**src/usbofe_params.svh**
```systemverilog
// Register map, field positions, reset values and timing constants of the OTG event-flag block
`ifndef USBOFE_PARAMS_SVH
`define USBOFE_PARAMS_SVH

`define USBOFE_ADDR_W 8
`define USBOFE_OFF_FLAGS 8'h00
`define USBOFE_OFF_ENABLE 8'h04
`define USBOFE_OFF_STATUS 8'h08
`define USBOFE_OFF_CTRL 8'h0C

`define USBOFE_BIT_ID 7
`define USBOFE_BIT_MS 6
`define USBOFE_BIT_LINE 5
`define USBOFE_BIT_ACT 4
`define USBOFE_BIT_SESVD 3
`define USBOFE_BIT_SESEND 2
`define USBOFE_BIT_VBUSVD 0
`define USBOFE_FLAG_MASK 8'hFD
`define USBOFE_STAT_MASK 8'hAD
`define USBOFE_FLAG_RESET 8'h00
`define USBOFE_ENABLE_RESET 8'h00

`define USBOFE_CTRL_MODE_LSB 0
`define USBOFE_CTRL_LOWSPD 3
`define USBOFE_CTRL_ENGINE 4
`define USBOFE_CTRL_DMA 5
`define USBOFE_CTRL_SUSP 6

`define USBOFE_RESP_OKAY 2'h0
`define USBOFE_RESP_SLVERR 2'h2

`define USBOFE_CORE_MHZ 125
`define USBOFE_USB_MHZ 48
`define USBOFE_MS_US 1000
`define USBOFE_USB_TICKS_PER_MS (`USBOFE_USB_MHZ * `USBOFE_MS_US)
`define USBOFE_SYNC_SETTLE 3'h4

`endif

```
**src/usbofe_pkg.sv**
```systemverilog
// Types shared by the OTG event-flag block
package usbofe_pkg;

	typedef enum logic [2:0] {
		USBOFE_MODE_HOST = 3'b001,
		USBOFE_MODE_DEVICE = 3'b010,
		USBOFE_MODE_OTG = 3'b100
	} usbofe_mode_t;

	typedef struct packed {
		logic [7:0] acc;
		logic [15:0] ms_cnt;
		logic tick48;
		logic tick_ms;
	} usbofe_tb_st_t;

	typedef struct packed {
		logic aw_full;
		logic [7:0] aw_addr;
		logic w_full;
		logic [31:0] w_data;
		logic w_strb0;
		logic bvalid;
		logic [1:0] bresp;
		logic rvalid;
		logic [31:0] rdata;
		logic [1:0] rresp;
		logic [7:0] flags;
		logic [7:0] ien;
		usbofe_mode_t mode;
		logic low_speed;
		logic serial_engine_en;
		logic dma_en;
		logic suspend;
		logic primed;
		logic [5:0] pins_prev;
		logic [1:0] line_prev;
		logic [15:0] line_cnt;
		logic line_stable;
		logic [1:0] line_rep;
	} usbofe_top_st_t;

endpackage

```
**src/usbofe_tick_if.sv**
```systemverilog
// Time-base strobes passed from the divider to the flag logic
`timescale 1ns/10ps
`default_nettype none
interface usbofe_tick_if;
	logic tick48;
	logic tick_ms;
	modport src (output tick48, output tick_ms);
	modport snk (input tick48, input tick_ms);
endinterface
`default_nettype wire

```
**src/usbofe_timebase.sv**
```systemverilog
// Fractional 48 MHz enable and one-millisecond tick from the core clock
`timescale 1ns/10ps
`default_nettype none
`include "usbofe_params.svh"
module usbofe_timebase #(
	parameter int MS_TICKS = `USBOFE_USB_TICKS_PER_MS
) (
	input wire logic i_clk,
	input wire logic i_rst_b,
	usbofe_tick_if.src tick
);
	generate
		if (MS_TICKS < 2 || MS_TICKS > 65535) begin : g_bad
			$error("MS_TICKS out of range");
		end
	endgenerate

	localparam logic [7:0] ACC_INC = 8'(`USBOFE_USB_MHZ);
	localparam logic [7:0] ACC_MOD = 8'(`USBOFE_CORE_MHZ);
	localparam logic [15:0] MS_LAST = 16'(MS_TICKS - 1);

	usbofe_pkg::usbofe_tb_st_t st_r;
	usbofe_pkg::usbofe_tb_st_t st_nxt;
	logic [7:0] sum;

	always_comb begin
		st_nxt = st_r;
		st_nxt.tick48 = 1'b0;
		st_nxt.tick_ms = 1'b0;
		// Phase accumulator gives an average 48 MHz rate; jitter is one core cycle
		sum = st_r.acc + ACC_INC;
		if (sum >= ACC_MOD) begin
			st_nxt.acc = sum - ACC_MOD;
			st_nxt.tick48 = 1'b1;
			if (st_r.ms_cnt == MS_LAST) begin
				st_nxt.ms_cnt = 16'h0000;
				st_nxt.tick_ms = 1'b1;
			end else begin
				st_nxt.ms_cnt = st_r.ms_cnt + 16'h0001;
			end
		end else begin
			st_nxt.acc = sum;
		end
	end

	always_ff @(posedge i_clk) begin
		if (!i_rst_b) begin
			st_r <= '0;
		end else begin
			st_r <= st_nxt;
		end
	end

	assign tick.tick48 = st_r.tick48;
	assign tick.tick_ms = st_r.tick_ms;
endmodule
`default_nettype wire

```
**src/usbofe_sync.sv**
```systemverilog
// Three-flop pin synchroniser; a new level counts once stages two and three agree
`timescale 1ns/10ps
`default_nettype none
`include "usbofe_params.svh"
module usbofe_sync #(
	parameter int WIDTH = 6
) (
	input wire logic i_clk,
	input wire logic i_rst_b,
	input wire logic [WIDTH-1:0] i_pins,
	output logic [WIDTH-1:0] o_level,
	output logic o_valid
);
	generate
		if (WIDTH < 1) begin : g_bad
			$error("WIDTH must be at least one");
		end
	endgenerate

	logic [WIDTH-1:0] s1_r;
	logic [WIDTH-1:0] s2_r;
	logic [WIDTH-1:0] s3_r;
	logic [WIDTH-1:0] lvl_r;
	logic [2:0] settle_r;

	genvar g;
	generate
		for (g = 0; g < WIDTH; g++) begin : g_bit
			always_ff @(posedge i_clk) begin
				if (!i_rst_b) begin
					s1_r[g] <= 1'b0;
					s2_r[g] <= 1'b0;
					s3_r[g] <= 1'b0;
					lvl_r[g] <= 1'b0;
				end else begin
					s1_r[g] <= i_pins[g];
					s2_r[g] <= s1_r[g];
					s3_r[g] <= s2_r[g];
					if (s2_r[g] == s3_r[g]) begin
						lvl_r[g] <= s3_r[g];
					end
				end
			end
		end
	endgenerate

	// Levels after reset are not trusted until the chain has filled
	// Four cycles, so the level stage has caught up; three gave false edges
	always_ff @(posedge i_clk) begin
		if (!i_rst_b) begin
			settle_r <= 3'h0;
		end else if (settle_r != `USBOFE_SYNC_SETTLE) begin
			settle_r <= settle_r + 3'h1;
		end
	end

	assign o_level = lvl_r;
	assign o_valid = (settle_r == `USBOFE_SYNC_SETTLE);
endmodule
`default_nettype wire

```
**src/usbofe_top.sv**
```systemverilog
// OTG event flags, enables, status and control behind an AXI4-Lite slave
//
// Design decisions made here: the AXI4-Lite register port and the register addresses.
`timescale 1ns/10ps
`default_nettype none
`include "usbofe_params.svh"
module usbofe_top #(
	parameter int MS_TICKS = `USBOFE_USB_TICKS_PER_MS
) (
	input wire logic I_CORE_CLK,
	input wire logic I_RST_B,
	input wire logic I_AWVALID,
	output logic O_AWREADY,
	input wire logic [7:0] I_AWADDR,
	input wire logic I_WVALID,
	output logic O_WREADY,
	input wire logic [31:0] I_WDATA,
	input wire logic [3:0] I_WSTRB,
	output logic O_BVALID,
	input wire logic I_BREADY,
	output logic [1:0] O_BRESP,
	input wire logic I_ARVALID,
	output logic O_ARREADY,
	input wire logic [7:0] I_ARADDR,
	output logic O_RVALID,
	input wire logic I_RREADY,
	output logic [31:0] O_RDATA,
	output logic [1:0] O_RRESP,
	input wire logic I_ID,
	input wire logic I_DP,
	input wire logic I_DM,
	input wire logic I_SESS_VALID,
	input wire logic I_SESS_END,
	input wire logic I_VBUS_VALID,
	output logic O_IRQ,
	output logic [2:0] O_MODE,
	output logic O_LOW_SPEED,
	output logic O_SERIAL_ENGINE_EN,
	output logic O_DMA_EN,
	output logic O_LINE_STABLE
);
	generate
		if (MS_TICKS < 2 || MS_TICKS > 65535) begin : g_bad
			$error("MS_TICKS out of range");
		end
	endgenerate

	localparam int P_ID = 0;
	localparam int P_DP = 1;
	localparam int P_DM = 2;
	localparam int P_SV = 3;
	localparam int P_SE = 4;
	localparam int P_VV = 5;
	localparam logic [15:0] LINE_MS = 16'(MS_TICKS);

	usbofe_tick_if tick_if ();

	usbofe_timebase #(
		.MS_TICKS(MS_TICKS)
	) u_timebase (
		.i_clk(I_CORE_CLK),
		.i_rst_b(I_RST_B),
		.tick(tick_if.src)
	);

	logic [5:0] pins;
	logic pins_valid;

	usbofe_sync #(
		.WIDTH(6)
	) u_sync (
		.i_clk(I_CORE_CLK),
		.i_rst_b(I_RST_B),
		.i_pins({I_VBUS_VALID, I_SESS_END, I_SESS_VALID, I_DM, I_DP, I_ID}),
		.o_level(pins),
		.o_valid(pins_valid)
	);

	usbofe_pkg::usbofe_top_st_t st_r;
	usbofe_pkg::usbofe_top_st_t st_nxt;

	logic aw_hs;
	logic w_hs;
	logic ar_hs;
	logic do_wr;
	logic wr_lane0;
	logic [7:0] wr_byte;
	logic [7:0] set;
	logic [7:0] clr;
	logic [7:0] status;
	logic [5:0] pin_chg;
	logic [1:0] line_now;
	logic single_ended_zero_state;
	logic jst;
	logic [2:0] mode_req;

	// Handshake outputs are combinational from the holding flags
	assign O_AWREADY = !st_r.aw_full;
	assign O_WREADY = !st_r.w_full;
	assign O_ARREADY = !st_r.rvalid;
	assign aw_hs = I_AWVALID && O_AWREADY;
	assign w_hs = I_WVALID && O_WREADY;
	assign ar_hs = I_ARVALID && O_ARREADY;
	// Write happens once both halves are held and the previous answer is gone
	assign do_wr = st_r.aw_full && st_r.w_full && !st_r.bvalid;
	assign wr_lane0 = do_wr && st_r.w_strb0;
	assign wr_byte = st_r.w_data[7:0];
	assign mode_req = wr_byte[`USBOFE_CTRL_MODE_LSB +: 3];

	// Line state as the serial engine sees it; J polarity flips for a low-speed host
	assign single_ended_zero_state = !pins[P_DP] && !pins[P_DM];
	assign jst = st_r.low_speed ? (pins[P_DM] && !pins[P_DP]) : (pins[P_DP] && !pins[P_DM]);
	assign line_now = {single_ended_zero_state, jst};

	assign pin_chg = st_r.primed ? (pins ^ st_r.pins_prev) : 6'h00;

	always_comb begin
		status = 8'h00;
		status[`USBOFE_BIT_ID] = pins[P_ID];
		status[`USBOFE_BIT_LINE] = st_r.line_stable;
		status[`USBOFE_BIT_SESVD] = pins[P_SV];
		status[`USBOFE_BIT_SESEND] = pins[P_SE];
		status[`USBOFE_BIT_VBUSVD] = pins[P_VV];
	end

	always_comb begin
		set = 8'h00;
		set[`USBOFE_BIT_ID] = pin_chg[P_ID];
		set[`USBOFE_BIT_MS] = tick_if.tick_ms;
		set[`USBOFE_BIT_LINE] = 1'b0;
		if (st_r.primed && tick_if.tick48 && st_r.line_cnt == LINE_MS - 16'h0001 &&
				line_now == st_r.line_prev && line_now != st_r.line_rep) begin
			set[`USBOFE_BIT_LINE] = 1'b1;
		end
		// Wake-up only counts while software has parked the link
		set[`USBOFE_BIT_ACT] = st_r.suspend &&
			(pin_chg[P_DP] || pin_chg[P_DM] || pin_chg[P_ID] || pin_chg[P_VV]);
		set[`USBOFE_BIT_SESVD] = pin_chg[P_SE] && pins[P_SE];
		set[`USBOFE_BIT_SESEND] = pin_chg[P_SE];
		set[`USBOFE_BIT_VBUSVD] = pin_chg[P_VV];
		set = set & `USBOFE_FLAG_MASK;
	end

	always_comb begin
		clr = 8'h00;
		if (wr_lane0 && st_r.aw_addr == `USBOFE_OFF_FLAGS) begin
			clr = wr_byte & `USBOFE_FLAG_MASK;
		end
	end

	always_comb begin
		st_nxt = st_r;

		if (aw_hs) begin
			st_nxt.aw_full = 1'b1;
			st_nxt.aw_addr = I_AWADDR;
		end
		if (w_hs) begin
			st_nxt.w_full = 1'b1;
			st_nxt.w_data = I_WDATA;
			st_nxt.w_strb0 = I_WSTRB[0];
		end
		if (st_r.bvalid && I_BREADY) begin
			st_nxt.bvalid = 1'b0;
		end
		if (do_wr) begin
			st_nxt.aw_full = 1'b0;
			st_nxt.w_full = 1'b0;
			st_nxt.bvalid = 1'b1;
			st_nxt.bresp = `USBOFE_RESP_OKAY;
			case (st_r.aw_addr)
				`USBOFE_OFF_FLAGS: begin
				end
				`USBOFE_OFF_ENABLE: begin
					if (st_r.w_strb0) begin
						st_nxt.ien = wr_byte & `USBOFE_FLAG_MASK;
					end
				end
				`USBOFE_OFF_STATUS: begin
				end
				`USBOFE_OFF_CTRL: begin
					if (st_r.w_strb0) begin
						// Mode codes that are not one-hot keep the old mode
						case (mode_req)
							usbofe_pkg::USBOFE_MODE_HOST: begin
								st_nxt.mode = usbofe_pkg::USBOFE_MODE_HOST;
							end
							usbofe_pkg::USBOFE_MODE_DEVICE: begin
								st_nxt.mode = usbofe_pkg::USBOFE_MODE_DEVICE;
							end
							usbofe_pkg::USBOFE_MODE_OTG: begin
								st_nxt.mode = usbofe_pkg::USBOFE_MODE_OTG;
							end
							default: begin
							end
						endcase
						st_nxt.low_speed = wr_byte[`USBOFE_CTRL_LOWSPD];
						st_nxt.serial_engine_en = wr_byte[`USBOFE_CTRL_ENGINE];
						st_nxt.dma_en = wr_byte[`USBOFE_CTRL_DMA];
						st_nxt.suspend = wr_byte[`USBOFE_CTRL_SUSP];
					end
				end
				default: begin
					st_nxt.bresp = `USBOFE_RESP_SLVERR;
				end
			endcase
		end
		// Low speed only exists as host, whatever was written
		if (st_nxt.mode != usbofe_pkg::USBOFE_MODE_HOST) begin
			st_nxt.low_speed = 1'b0;
		end

		if (st_r.rvalid && I_RREADY) begin
			st_nxt.rvalid = 1'b0;
		end
		if (ar_hs) begin
			st_nxt.rvalid = 1'b1;
			st_nxt.rresp = `USBOFE_RESP_OKAY;
			st_nxt.rdata = 32'h0000_0000;
			case (I_ARADDR)
				`USBOFE_OFF_FLAGS: begin
					st_nxt.rdata[7:0] = st_r.flags;
				end
				`USBOFE_OFF_ENABLE: begin
					st_nxt.rdata[7:0] = st_r.ien;
				end
				`USBOFE_OFF_STATUS: begin
					st_nxt.rdata[7:0] = status;
				end
				`USBOFE_OFF_CTRL: begin
					st_nxt.rdata[`USBOFE_CTRL_MODE_LSB +: 3] = st_r.mode;
					st_nxt.rdata[`USBOFE_CTRL_LOWSPD] = st_r.low_speed;
					st_nxt.rdata[`USBOFE_CTRL_ENGINE] = st_r.serial_engine_en;
					st_nxt.rdata[`USBOFE_CTRL_DMA] = st_r.dma_en;
					st_nxt.rdata[`USBOFE_CTRL_SUSP] = st_r.suspend;
				end
				default: begin
					st_nxt.rresp = `USBOFE_RESP_SLVERR;
				end
			endcase
		end

		// Set is applied after clear so a coincident event survives
		st_nxt.flags = ((st_r.flags & ~clr) | set) & `USBOFE_FLAG_MASK;

		if (pins_valid) begin
			st_nxt.primed = 1'b1;
			st_nxt.pins_prev = pins;
		end

		// Stability timer runs on the 48 MHz enable; any line change restarts it
		st_nxt.line_prev = line_now;
		if (!st_r.primed || line_now != st_r.line_prev) begin
			st_nxt.line_cnt = 16'h0000;
			st_nxt.line_stable = 1'b0;
		end else if (tick_if.tick48 && st_r.line_cnt != LINE_MS) begin
			st_nxt.line_cnt = st_r.line_cnt + 16'h0001;
			if (st_r.line_cnt == LINE_MS - 16'h0001) begin
				st_nxt.line_stable = 1'b1;
				st_nxt.line_rep = line_now;
			end
		end
	end

	always_ff @(posedge I_CORE_CLK) begin
		if (!I_RST_B) begin
			st_r <= '0;
			st_r.flags <= `USBOFE_FLAG_RESET;
			st_r.ien <= `USBOFE_ENABLE_RESET;
			st_r.mode <= usbofe_pkg::USBOFE_MODE_DEVICE;
		end else begin
			st_r <= st_nxt;
		end
	end

	assign O_IRQ = |(st_r.flags & st_r.ien);
	assign O_BVALID = st_r.bvalid;
	assign O_BRESP = st_r.bresp;
	assign O_RVALID = st_r.rvalid;
	assign O_RDATA = st_r.rdata;
	assign O_RRESP = st_r.rresp;
	assign O_MODE = st_r.mode;
	assign O_LOW_SPEED = st_r.low_speed;
	assign O_SERIAL_ENGINE_EN = st_r.serial_engine_en;
	assign O_DMA_EN = st_r.dma_en;
	assign O_LINE_STABLE = st_r.line_stable;
endmodule
`default_nettype wire

```
**config.mk**
```make
export PLATFORM = sky130hd
export DESIGN_NAME = usbofe_top
export DESIGN_NICKNAME = d
export VERILOG_FILES = /design/src/usbofe_pkg.sv /design/src/usbofe_tick_if.sv /design/src/usbofe_timebase.sv /design/src/usbofe_sync.sv /design/src/usbofe_top.sv
export VERILOG_INCLUDE_DIRS = /design/src
export SDC_FILE = /design/constraint.sdc
export NUM_CORES = 1
export LEC_CHECK = 0
export BUFFER_PORTS_ARGS = -buffer_cell sky130_fd_sc_hd__buf_2
export CAP_MARGIN = 20
export CORE_ASPECT_RATIO = 1.75
export CORE_UTILIZATION = 62
export CTS_BUF_LIST = sky130_fd_sc_hd__clkbuf_4
export CTS_CLUSTER_DIAMETER = 120
export DETAILED_ROUTE_END_ITERATION = 10
export MAX_ROUTING_LAYER = met4
export PLACE_DENSITY = 0.88
export SYNTH_ARGS = -nofsm -noshare
export SYNTH_HDL_FRONTEND = slang
export SYNTH_SLANG_ARGS = --single-unit
```
**constraint.sdc**
```tcl
create_clock -name I_CORE_CLK -period 7.66 [get_ports I_CORE_CLK]
set_clock_uncertainty 0.2 [all_clocks]
set_input_delay 1.532 -clock I_CORE_CLK [delete_from_list [all_inputs] [get_ports I_CORE_CLK]]
set_output_delay 1.532 -clock I_CORE_CLK [all_outputs]
set_load 0.02 [all_outputs]
```
; ---- Word-level counts from Yosys, hierarchy flattened
; Cells that the tools add are included.
[totals]
romBits = 0
word_cells = 155
latch_bits = 0
n_memories = 0
mem_bits_rw = 0
register_bits = 160
input_bits = 65
out_inout_bits = 49
[classes]
order_cmp = 1
mul = 0
n_bitwise = 7
n_reduce_logical = 45
mux = 20
n_addsub = 5
shift = 0
div_mod_pow = 0
eq_ne = 24
[op_table]
columns = operator, count
row1 = $mux 35, 1
row2 = $add 16x1->16 const B, 2
row3 = $eq 16x16->1 const B, 2
row4 = $eq 8x4->1 const B, 4
row5 = $pmux 7 s4, 1
row6 = $mux 7, 3
row7 = $logic_and 1x1->1, 19
row8 = $and 8x8->8, 2
row9 = $eq 8x3->1 const B, 2
row10 = $logic_not 8->1, 2
row11 = $mux 16, 1
row12 = $mux 8, 2
row13 = $ne 16x16->1 const B, 1
row14 = $pmux 3 s3, 1
row15 = $reduce_and 3->1, 3
row16 = $add 8x6->8 const B, 1
row17 = $ge 8x7->1 const B, 1
row18 = $not 8->8, 1
row19 = $or 8x8->8, 1
row20 = $reduce_or 4->1, 2
row21 = $reduce_or 8->1, 1
row22 = $sub 8x7->8 const B, 1
row23 = $logic_not 1->1, 7
row24 = $eq 1x1->1, 6
row25 = 19 further kinds, 35

; ---- Depth between registers and ports, before layout
; Gate-level depths: netlist of run 1.
[logic_depth]
depth_word = 8
mapped_depth = 9
ltp_nobuf = 7

; ---- By module
; A second synthesis of run 1 with hierarchy kept.
[hier_totals]
hier_cells = 681
hier_area_um2 = 6009.5
[by_module_without_submodules]
columns = mod, seq_area_each_um2, n_inst, cells_per_inst, area_each_um2
row1 = usbofe_top, 1581.5, 1, 448, 3818.7
row2 = usbofe_timebase, 520.5, 1, 153, 1322.5
row3 = usbofe_sync, 540.5, 1, 80, 868.3

; ---- Worst setup path before layout of run 1
; Ideal clock, no wire load.
[synth_timing]
path_type = input -> register
start = input I_ARADDR[3]
end = register st_r, in the netlist O_RDATA[6]
setup_ps = 128
setup_slack_ps = 4634
path_stages = 5
t_required_ps = 7332
arrival_ps = 2698
path_buffers = 1
path_cell_list = clkbuf_1 -> mux2_2 -> a22o_1 -> a22oi_1 -> nor2_1
[synth_between]
elab_chain_len = 2
elab_cells_between_ends = 5
classes_between = eq/ne (3) / mux (1) / reduce/logical (1)
[synth_rtl]
columns = element, line_no
row1 = start: declaration, usbofe_top.sv:24  ; input wire logic [7:0] I_ARADDR,
row2 = "$eq 8x4->1, or another cell as far along", usbofe_top.sv:220  ; case (I_ARADDR)
row3 = $pmux 7 s4 *, usbofe_top.sv:220
row4 = end signal: assignment, usbofe_top.sv:272  ; st_r <= st_nxt;
row5 = end: declaration, usbofe_top.sv:79  ; usbofe_pkg::usbofe_top_st_t st_r;
; Mark *: on every way between the ends. The rest lies on a longest branch, timed or not.
; A chain may end at the register's enable or synchronous reset.

; ---- Worst setup path in the final report of run 1
[layout_timing]
start = register st_r[43] (netlist bit)
end = output O_IRQ
[layout_between]
elab_chain_len = 2
[layout_rtl]
columns = element, line_no
row1 = $and 8x8->8, usbofe_top.sv:276  ; assign O_IRQ = |(st_r.flags & st_r.ien);
row2 = $reduce_or 8->1, usbofe_top.sv:276
row3 = end: declaration, usbofe_top.sv:35  ; output logic O_IRQ,
; Every way passes these cells.

==> results.md, run 1 <==
- Outcome: finished, final reports clean
- CP delay by family, top: compound AO/OA/AOI/OAI gates
- Largest area contributor in the netlist: dfxtp_1
- Clock Sinks: 132
- Root Buffer: clkbuf_4
- Worst vdd ir: 0.000139 V
- CTS resizes: 0
- Slew margin rel.: 0.410
- Gate Count Post-Synth: 676
- Crit Path Class: reg2out
- CP bufs+invs: 1
- I/O Buffers: 60
- Vias in the first global route: 4,785
- Post-Synth XOR/XNOR Area: 0.0599
- Routability Congestion: 0.845
- Hold path cells: 1
- Vias: 4,802
- Number of synthesized flops with an enable pin: 0
- Layout Nets: 785
- Tmin final: 3380 ps
- Core ar.: 0.00941 mm^2
- RSZ-0062 raised after global routing: false
- Final Hold Vio Count: 0
- Clk Latency, worst-skew pair: 520 ps
- DRC violations left: 0
- Global route overflow: 0
- DRT Pass-1 Iters: 4
- Compound-Gate Fraction of Synth Area: 0.127
- Setup TNS: 0 ps
- WP data arrival: 1650 ps
- Post-Syn Area: 0.00599 mm^2
- Crit path required time: 5930 ps
- Bufs on Longest Clock Path: 2
- Max Slew Vio Count: 0
- 1st-iter DRT viols: 206
- H-tree depth: 4
- Worst-path clk slew: 100 ps
- Leakage power total: 2.57 nW
- # diodes: 0
- Die Y-Extent: 132 um
- Most common cell after layout, fill and taps aside: dfxtp_1
- Post-Route WL: 12,400 um
- CP Launch Type: flip-flop
- Slowest cell on crit path: a222oi_1
- Asr flop ratio synth: 0
- GRT Total Usage: 0.264
- Area grow syn2layout: 7.10%
- Post-synth top area share: 0.441
- CP endpoint kind: primary output
- CTS Buf Count: 17
- Post-synthesis mux area share: 0.0558
- Final setup fails: 0
- Peak Freq: 296 MHz
- Worst-path fanout max: 3
- TritonCTS clock tree: yes
- Final period utilization: 0.441
- Largest family of logic cells by synthesized area: simple AND/OR/NAND/NOR gates
- HPWL Detailed: 8990 um
- Crit-path cells: a222oi_1 > nand3_1 > buf_2
- Post-CTS Hold Buffers: 0
- CP peak stage delay: 460 ps
- Max-Cap Viols: 0
- WL/cell: 14.7 um
- Num ports: 114
- Area contributors post-synth: dfxtp_1 (44%), nor2_1 (5.4%), buf_4 (5.0%)
- Yosys warning count: 0
- Post-Synth Simple-Gate Area: 0.211
- Slew @ Worst Pin: 884 ps
- Most frequent cells in the layout: dfxtp_1 (132), nor2_1 (87), nand2_1 (66)
- Pwr/cell area: 206 mW/mm^2
- Antenna Violating Nets Remaining: 0
- Largest net degree at the start of global routing: 74
- Worst Hold Class: reg2reg
- Row cnt: 47
- Mean number of vias per cell: 5.68
- #FFs+latches synth: 132
- Die Area: 0.0101 mm^2
- Setup bufs post-CTS: 0
- Die width: 76.3 um
- Antenna violations before repair: 0
- First-pass GRT wire length: 20,800 um
- Initial core utilization: 0.637
- Overall power: 1.32 mW
- Netlist cell types: 62
- Top_reg_cell synth: dfxtp_1
- Avg Cell Area, Syn: 8.86 um^2
- Sequential share of the synthesized area: 0.441
- R2r worst-path depth: 7
- Post-synthesis adder-cell area fraction: 0.0188
- Levels on crit path: 3
- Share of post-route cells with drive strength above 1: 0.149
-- Yosys cell counts (3+ instances only) --
master and instances:
ha_1 9, nor3_1 6, a311oi_1 3, dfxtp_1 132, nand2b_1 6, nand3_1 23
nor2_1 87, o22ai_1 3, buf_1 4, and3_1 5, a31oi_1 4, mux4_2 4
and2_1 20, mux2_2 3, a211oi_1 6, a21o_1 5, and4_1 5, buf_4 40
mux2i_1 21, inv_1 20, or3_1 7, nand4_1 5, nor4_1 9, xnor2_1 29
o21ai_0 16, nor2b_1 5, nor3b_1 3, xor2_1 12, clkbuf_1 24, a21boi_0 8
a22oi_1 9, nand2_1 66, a21oi_1 41
-- logic make-up (layout without fill, tap and decap cells) --
| family | count (synthesis) | count (layout) |
|---|---|---|
| compound gates | 113 | 113 |
| fa+ha+maj | 9 | 9 |
| mux | 28 | 28 |
| simple gates | 260 | 260 |
| flops | 132 | 132 |
| other cells | 1 | 26 |
| xor+xnor | 41 | 41 |
| buf+inv | 92 | 115 |
-- layout make-up --
cell class	count	area [um^2]
Fill cell	744	2990
Multi-Input combinational cell	477	2930
Sequential cell	132	2640
Timing Repair Buffer	62	315
Clock inverter	15	169
Tap cell	122	153
Clock buffer	17	128
Inverter	21	78.8
-- layer usage --
| layer | vias up | track usage | wire length, um |
|---|---|---|---|
| li1 | 2325 | - | - |
| met1 | 2279 | 0.260 | 4650 |
| met2 | 150 | 0.470 | 6780 |
| met3 | 48 | 0.0623 | 488 |
| met4 | 0 | 0.147 | 515 |
| met5 | - | - | 0 |
-- stage by stage --
stage / instances / hold WS, ps / instance area [um^2] / util / worst slack (ps)
final: 846 / 235 / 6420 / 0.682 / 4280
after floorplan: 701 / 212 / 6090 / - / 4630
after global placement: 814 / 219 / 6120 / 0.651 / 4350
after CTS: 846 / 240 / 6420 / 0.682 / 4240
after global routing: 846 / 257 / 6420 / 0.682 / 4170
after detailed placement: 814 / 221 / 6120 / 0.651 / 4270
-- flip-flops by register name, indices dropped and copies added, names as in the netlist --
register,flops
O_BRESP,1
O_BVALID,1
O_DMA_EN,1
O_LINE_STABLE,1
O_LOW_SPEED,1
O_MODE,3
O_RDATA,8
O_RRESP,1
O_RVALID,1
O_SERIAL_ENGINE_EN,1
mode_req,3
st_r,57
u_sync.o_level,6
u_sync.s1_r,6
u_sync.s2_r,6
u_sync.s3_r,6
u_sync.settle_r,3
u_timebase.st_r,24
u_timebase.tick.tick48,1
u_timebase.tick.tick_ms,1
-- final timing paths --
| check | from | end | slack [ps] |
|---|---|---|---|
| hold / removal | u_sync.s1_r[0]$_SDFF_PN0_ | u_sync.s2_r[0]$_SDFF_PN0_ | 240 |
| setup / recovery | st_r[43]$_SDFF_PN0_ | O_IRQ | 4280 |
| setup reg to reg | u_timebase.st_r[22]$_SDFF_PN0_ | u_timebase.st_r[11]$_SDFFE_PN0P_ | 4620 |
| hold reg to reg | u_sync.s1_r[0]$_SDFF_PN0_ | u_sync.s2_r[0]$_SDFF_PN0_ | 240 |
-- where the power goes --
part,total (mW),switching (mW),internal [mW]
Combinational,0.116,0.0748,0.0409
Clock,0.484,0.235,0.250
Sequential,0.725,0.0186,0.706
No activity file was read; power rests on OpenSTA's default activity.
==> run 2: changes to the inputs <==
--- a/config.mk
+++ b/config.mk
@@ -9,12 +9,12 @@
 export BUFFER_PORTS_ARGS = -buffer_cell sky130_fd_sc_hd__buf_2
 export CAP_MARGIN = 20
 export CORE_ASPECT_RATIO = 1.75
-export CORE_UTILIZATION = 62
+export CORE_UTILIZATION = 52
 export CTS_BUF_LIST = sky130_fd_sc_hd__clkbuf_4
 export CTS_CLUSTER_DIAMETER = 120
 export DETAILED_ROUTE_END_ITERATION = 10
 export MAX_ROUTING_LAYER = met4
-export PLACE_DENSITY = 0.88
+export PLACE_DENSITY = 0.79
 export SYNTH_ARGS = -nofsm -noshare
 export SYNTH_HDL_FRONTEND = slang
 export SYNTH_SLANG_ARGS = --single-unit
==> constraint.sdc (replaced) <==
create_clock -name I_CORE_CLK -period 2.8 [get_ports I_CORE_CLK]
set_clock_uncertainty 0.2 [all_clocks]
set_input_delay 0.56 -clock I_CORE_CLK [delete_from_list [all_inputs] [get_ports I_CORE_CLK]]
set_output_delay 0.56 -clock I_CORE_CLK [all_outputs]
set_load 0.02 [all_outputs]
==> results.md, run 2 (synthesis results as in run 1) <==
- Leakage power total: 2.58 nW (+0.15%)
- DRT Pass-1 Iters: 4 (unchanged)
- Crit Reg-Reg Startpoint: u_timebase.st_r[22]$_SDFF_PN0_
- Layout Nets: 790 (+0.64%)
- Vias in the first global route: 4,618 (-3.5%)
- Die Area: 0.0120 mm^2 (+19%)
- Antenna Violating Nets Remaining: 0 (unchanged)
- Most common cell after layout, fill and taps aside: dfxtp_1
- Vias: 4,649 (-3.2%)
- First-pass GRT wire length: 20,200 um (-3.2%)
- Global route overflow: 0 (unchanged)
- Clk Latency, worst-skew pair: 530 ps (about the same)
- Max-Cap Viols: 0 (unchanged)
- CP peak stage delay: 530 ps (+70 ps)
- Antenna violations before repair: 1 (+1)
- Overall power: 3.39 mW (+160%)
- WL/cell: 13.9 um (-5.5%)
- 1st-iter DRT viols: 278 (+35%)
- Util after Layout: 0.576 (-0.106)
- Tmin final: 2630 ps
- Slew margin rel.: 0.570 (+0.160)
- Worst Hold Class: in2reg
- Bufs on Longest Clock Path: 2 (unchanged)
- Setup bufs post-CTS: 0 (unchanged)
- I/O Buffers: 60 (unchanged)
- Die width: 83.1 um (+8.9%)
- Area grow syn2layout: 7.39%
- CP bufs+invs: 2 (+1)
- Worst setup margin: 174 ps (-4100 ps)
- Largest reg by FF count: st_r
- Worst-path fanout max: 8 (+5)
- Fillers: 996 (+34%)
- Share of post-route cells with drive strength above 1: 0.160 (+0.0113)
- CP endpoint: u_timebase.st_r[14]$_SDFFE_PN0P_
- Slew @ Worst Pin: 644 ps (-240 ps)
- Outcome: finished, final reports clean
- Routability Congestion: 0.819 (-3.1%)
- DRC violations left: 0 (unchanged)
- CP Launch Point: u_timebase.st_r[22]$_SDFF_PN0_
- Pwr/cell area: 527 mW/mm^2 (+160%)
- CTS Buf Count: 17 (unchanged)
- Clock Sinks: 132 (unchanged)
- Worst-path clk slew: 100 ps (about the same)
- Largest register FFs: 57 (unchanged)
- R2r worst-path depth: 8 (+1)
- Mean number of vias per cell: 5.39 (-5.0%)
- Num ports: 114 (unchanged)
- Row cnt: 51 (+8.5%)
- Final Hold Vio Count: 0 (unchanged)
- CP Launch Type: flip-flop
- Crit-path cells: inv_1 > ha_1 > xnor2_2 > or4b_4 > buf_4 > a21oi_2 > nand2_1 > o32ai_1
- GRT Total Usage: 0.216 (-0.0489)
- Final instance area: 0.00643 mm^2 (+0.27%)
- TritonCTS clock tree: yes
- HPWL Detailed: 8700 um (-3.2%)
- Setup TNS: 0 ps (unchanged)
- Die Y-Extent: 144 um (+9.1%)
- H-tree depth: 4 (unchanged)
- Crit path required time: 3040 ps (-2890 ps)
- Final period utilization: 0.938
- Placed inst area: 0.00618 mm^2 (+0.90%)
- Initial core utilization: 0.537 (-0.100)
- CP delay by family, top: simple AND/OR/NAND/NOR gates
- Most frequent cells in the layout: dfxtp_1 (132), nor2_1 (87), nand2_1 (66)
- Post-Place Worst Slack: 115 ps (-4160 ps)
- Max Slew Vio Count: 0 (unchanged)
- Reg2Reg Capture Point: u_timebase.st_r[14]$_SDFFE_PN0P_
- Levels on crit path: 8 (+5)
- RSZ-0062 raised after global routing: false
- Worst vdd ir: 0.000308 V (+120%)
- Slowest cell on crit path: or4b_4
- R2R setup slack: 170 ps (-4450 ps)
- Post-Route WL: 12,000 um (-3.7%)
- Root Buffer: clkbuf_4
- CP endpoint kind: flip-flop
- Core ar.: 0.0112 mm^2 (+19%)
- Final setup fails: 0 (unchanged)
- Crit Path Class: reg2reg
- WP data arrival: 2860 ps (+1210 ps)
- Largest net degree at the start of global routing: 51 (-31%)
- Peak Freq: 381 MHz
## run 2: cell count changes in the layout (fill, tap and decap cells not counted), sizes merged
cell / previous run / this run
buf: 62 / 66
bufinv: 4 / 1
clkbuf: 17 / 19
clkinvlp: 1 / 3
clkinv: 10 / 9
diode: 0 / 1
dlygate4sd3: 0 / 1
## run 2: cell type report
| type | count | area [um^2] | share of cell area |
|---|---|---|---|
| multi-input combinational | 477 | 2940 | 0.457 |
| clock inverter | 13 | 92.6 | 0.0144 |
| tap | 132 | 165 | 0.0257 |
| timing repair buffer | 67 | 368 | 0.0572 |
| clock buffer | 19 | 143 | 0.0222 |
| sequential | 132 | 2640 | 0.411 |
| antenna | 1 | 2.50 | 0.000389 |
| inverter | 21 | 78.8 | 0.0122 |
## run 2: what timing repair did
item | in CTS | in global routing
hold endpoints to repair | 1 | 0
hold buffers | 1 | 0
gates resized for setup | 0 | 2
endpoints found under the setup margin | 0 | 8
## run 2: per-stage QoR
| step | instances | hold slack (ps) |
|---|---|---|
| after floorplan | 701 | 212 |
| after global placement | 828 | 219 |
| after detailed placement | 828 | 221 |
| after CTS | 861 | 3.60 |
| after global routing | 862 | 0.0141 |
| final | 862 | 41.1 |
## run 2: how the worst min path moves through the flow
stage / from / to / depth (start not counted) / slack [ps]
floorplan: u_sync.s1_r[0]$_SDFF_PN0_ / u_sync.s2_r[0]$_SDFF_PN0_ / 1 / 210
global placement: u_sync.s1_r[2]$_SDFF_PN0_ / u_sync.s2_r[2]$_SDFF_PN0_ / 1 / 220
detailed placement: u_sync.s1_r[4]$_SDFF_PN0_ / u_sync.s2_r[4]$_SDFF_PN0_ / 1 / 220
CTS: I_DM / u_sync.s1_r[2]$_SDFF_PN0_ / 2 / 4
global route: I_DM / u_sync.s1_r[2]$_SDFF_PN0_ / 2 / 0.01
finish: I_DM / u_sync.s1_r[2]$_SDFF_PN0_ / 2 / 40
## run 2: power by group
group          switching (mW)  total, mW  leakage [nW]  internal [mW]
Clock                   0.648       1.09         0.128          0.438
Sequential             0.0506       1.98          1.07           1.93
Combinational           0.205      0.325          1.38          0.120
Total                   0.904       3.39          2.58           2.49
## run 2: metal layers
layer	vias up	GRT usage	wire length (um)
met4	0	0.107	302
met2	103	0.398	6470
li1	2338	-	-
met3	26	0.0468	441
met5	-	-	0
met1	2182	0.213	4760
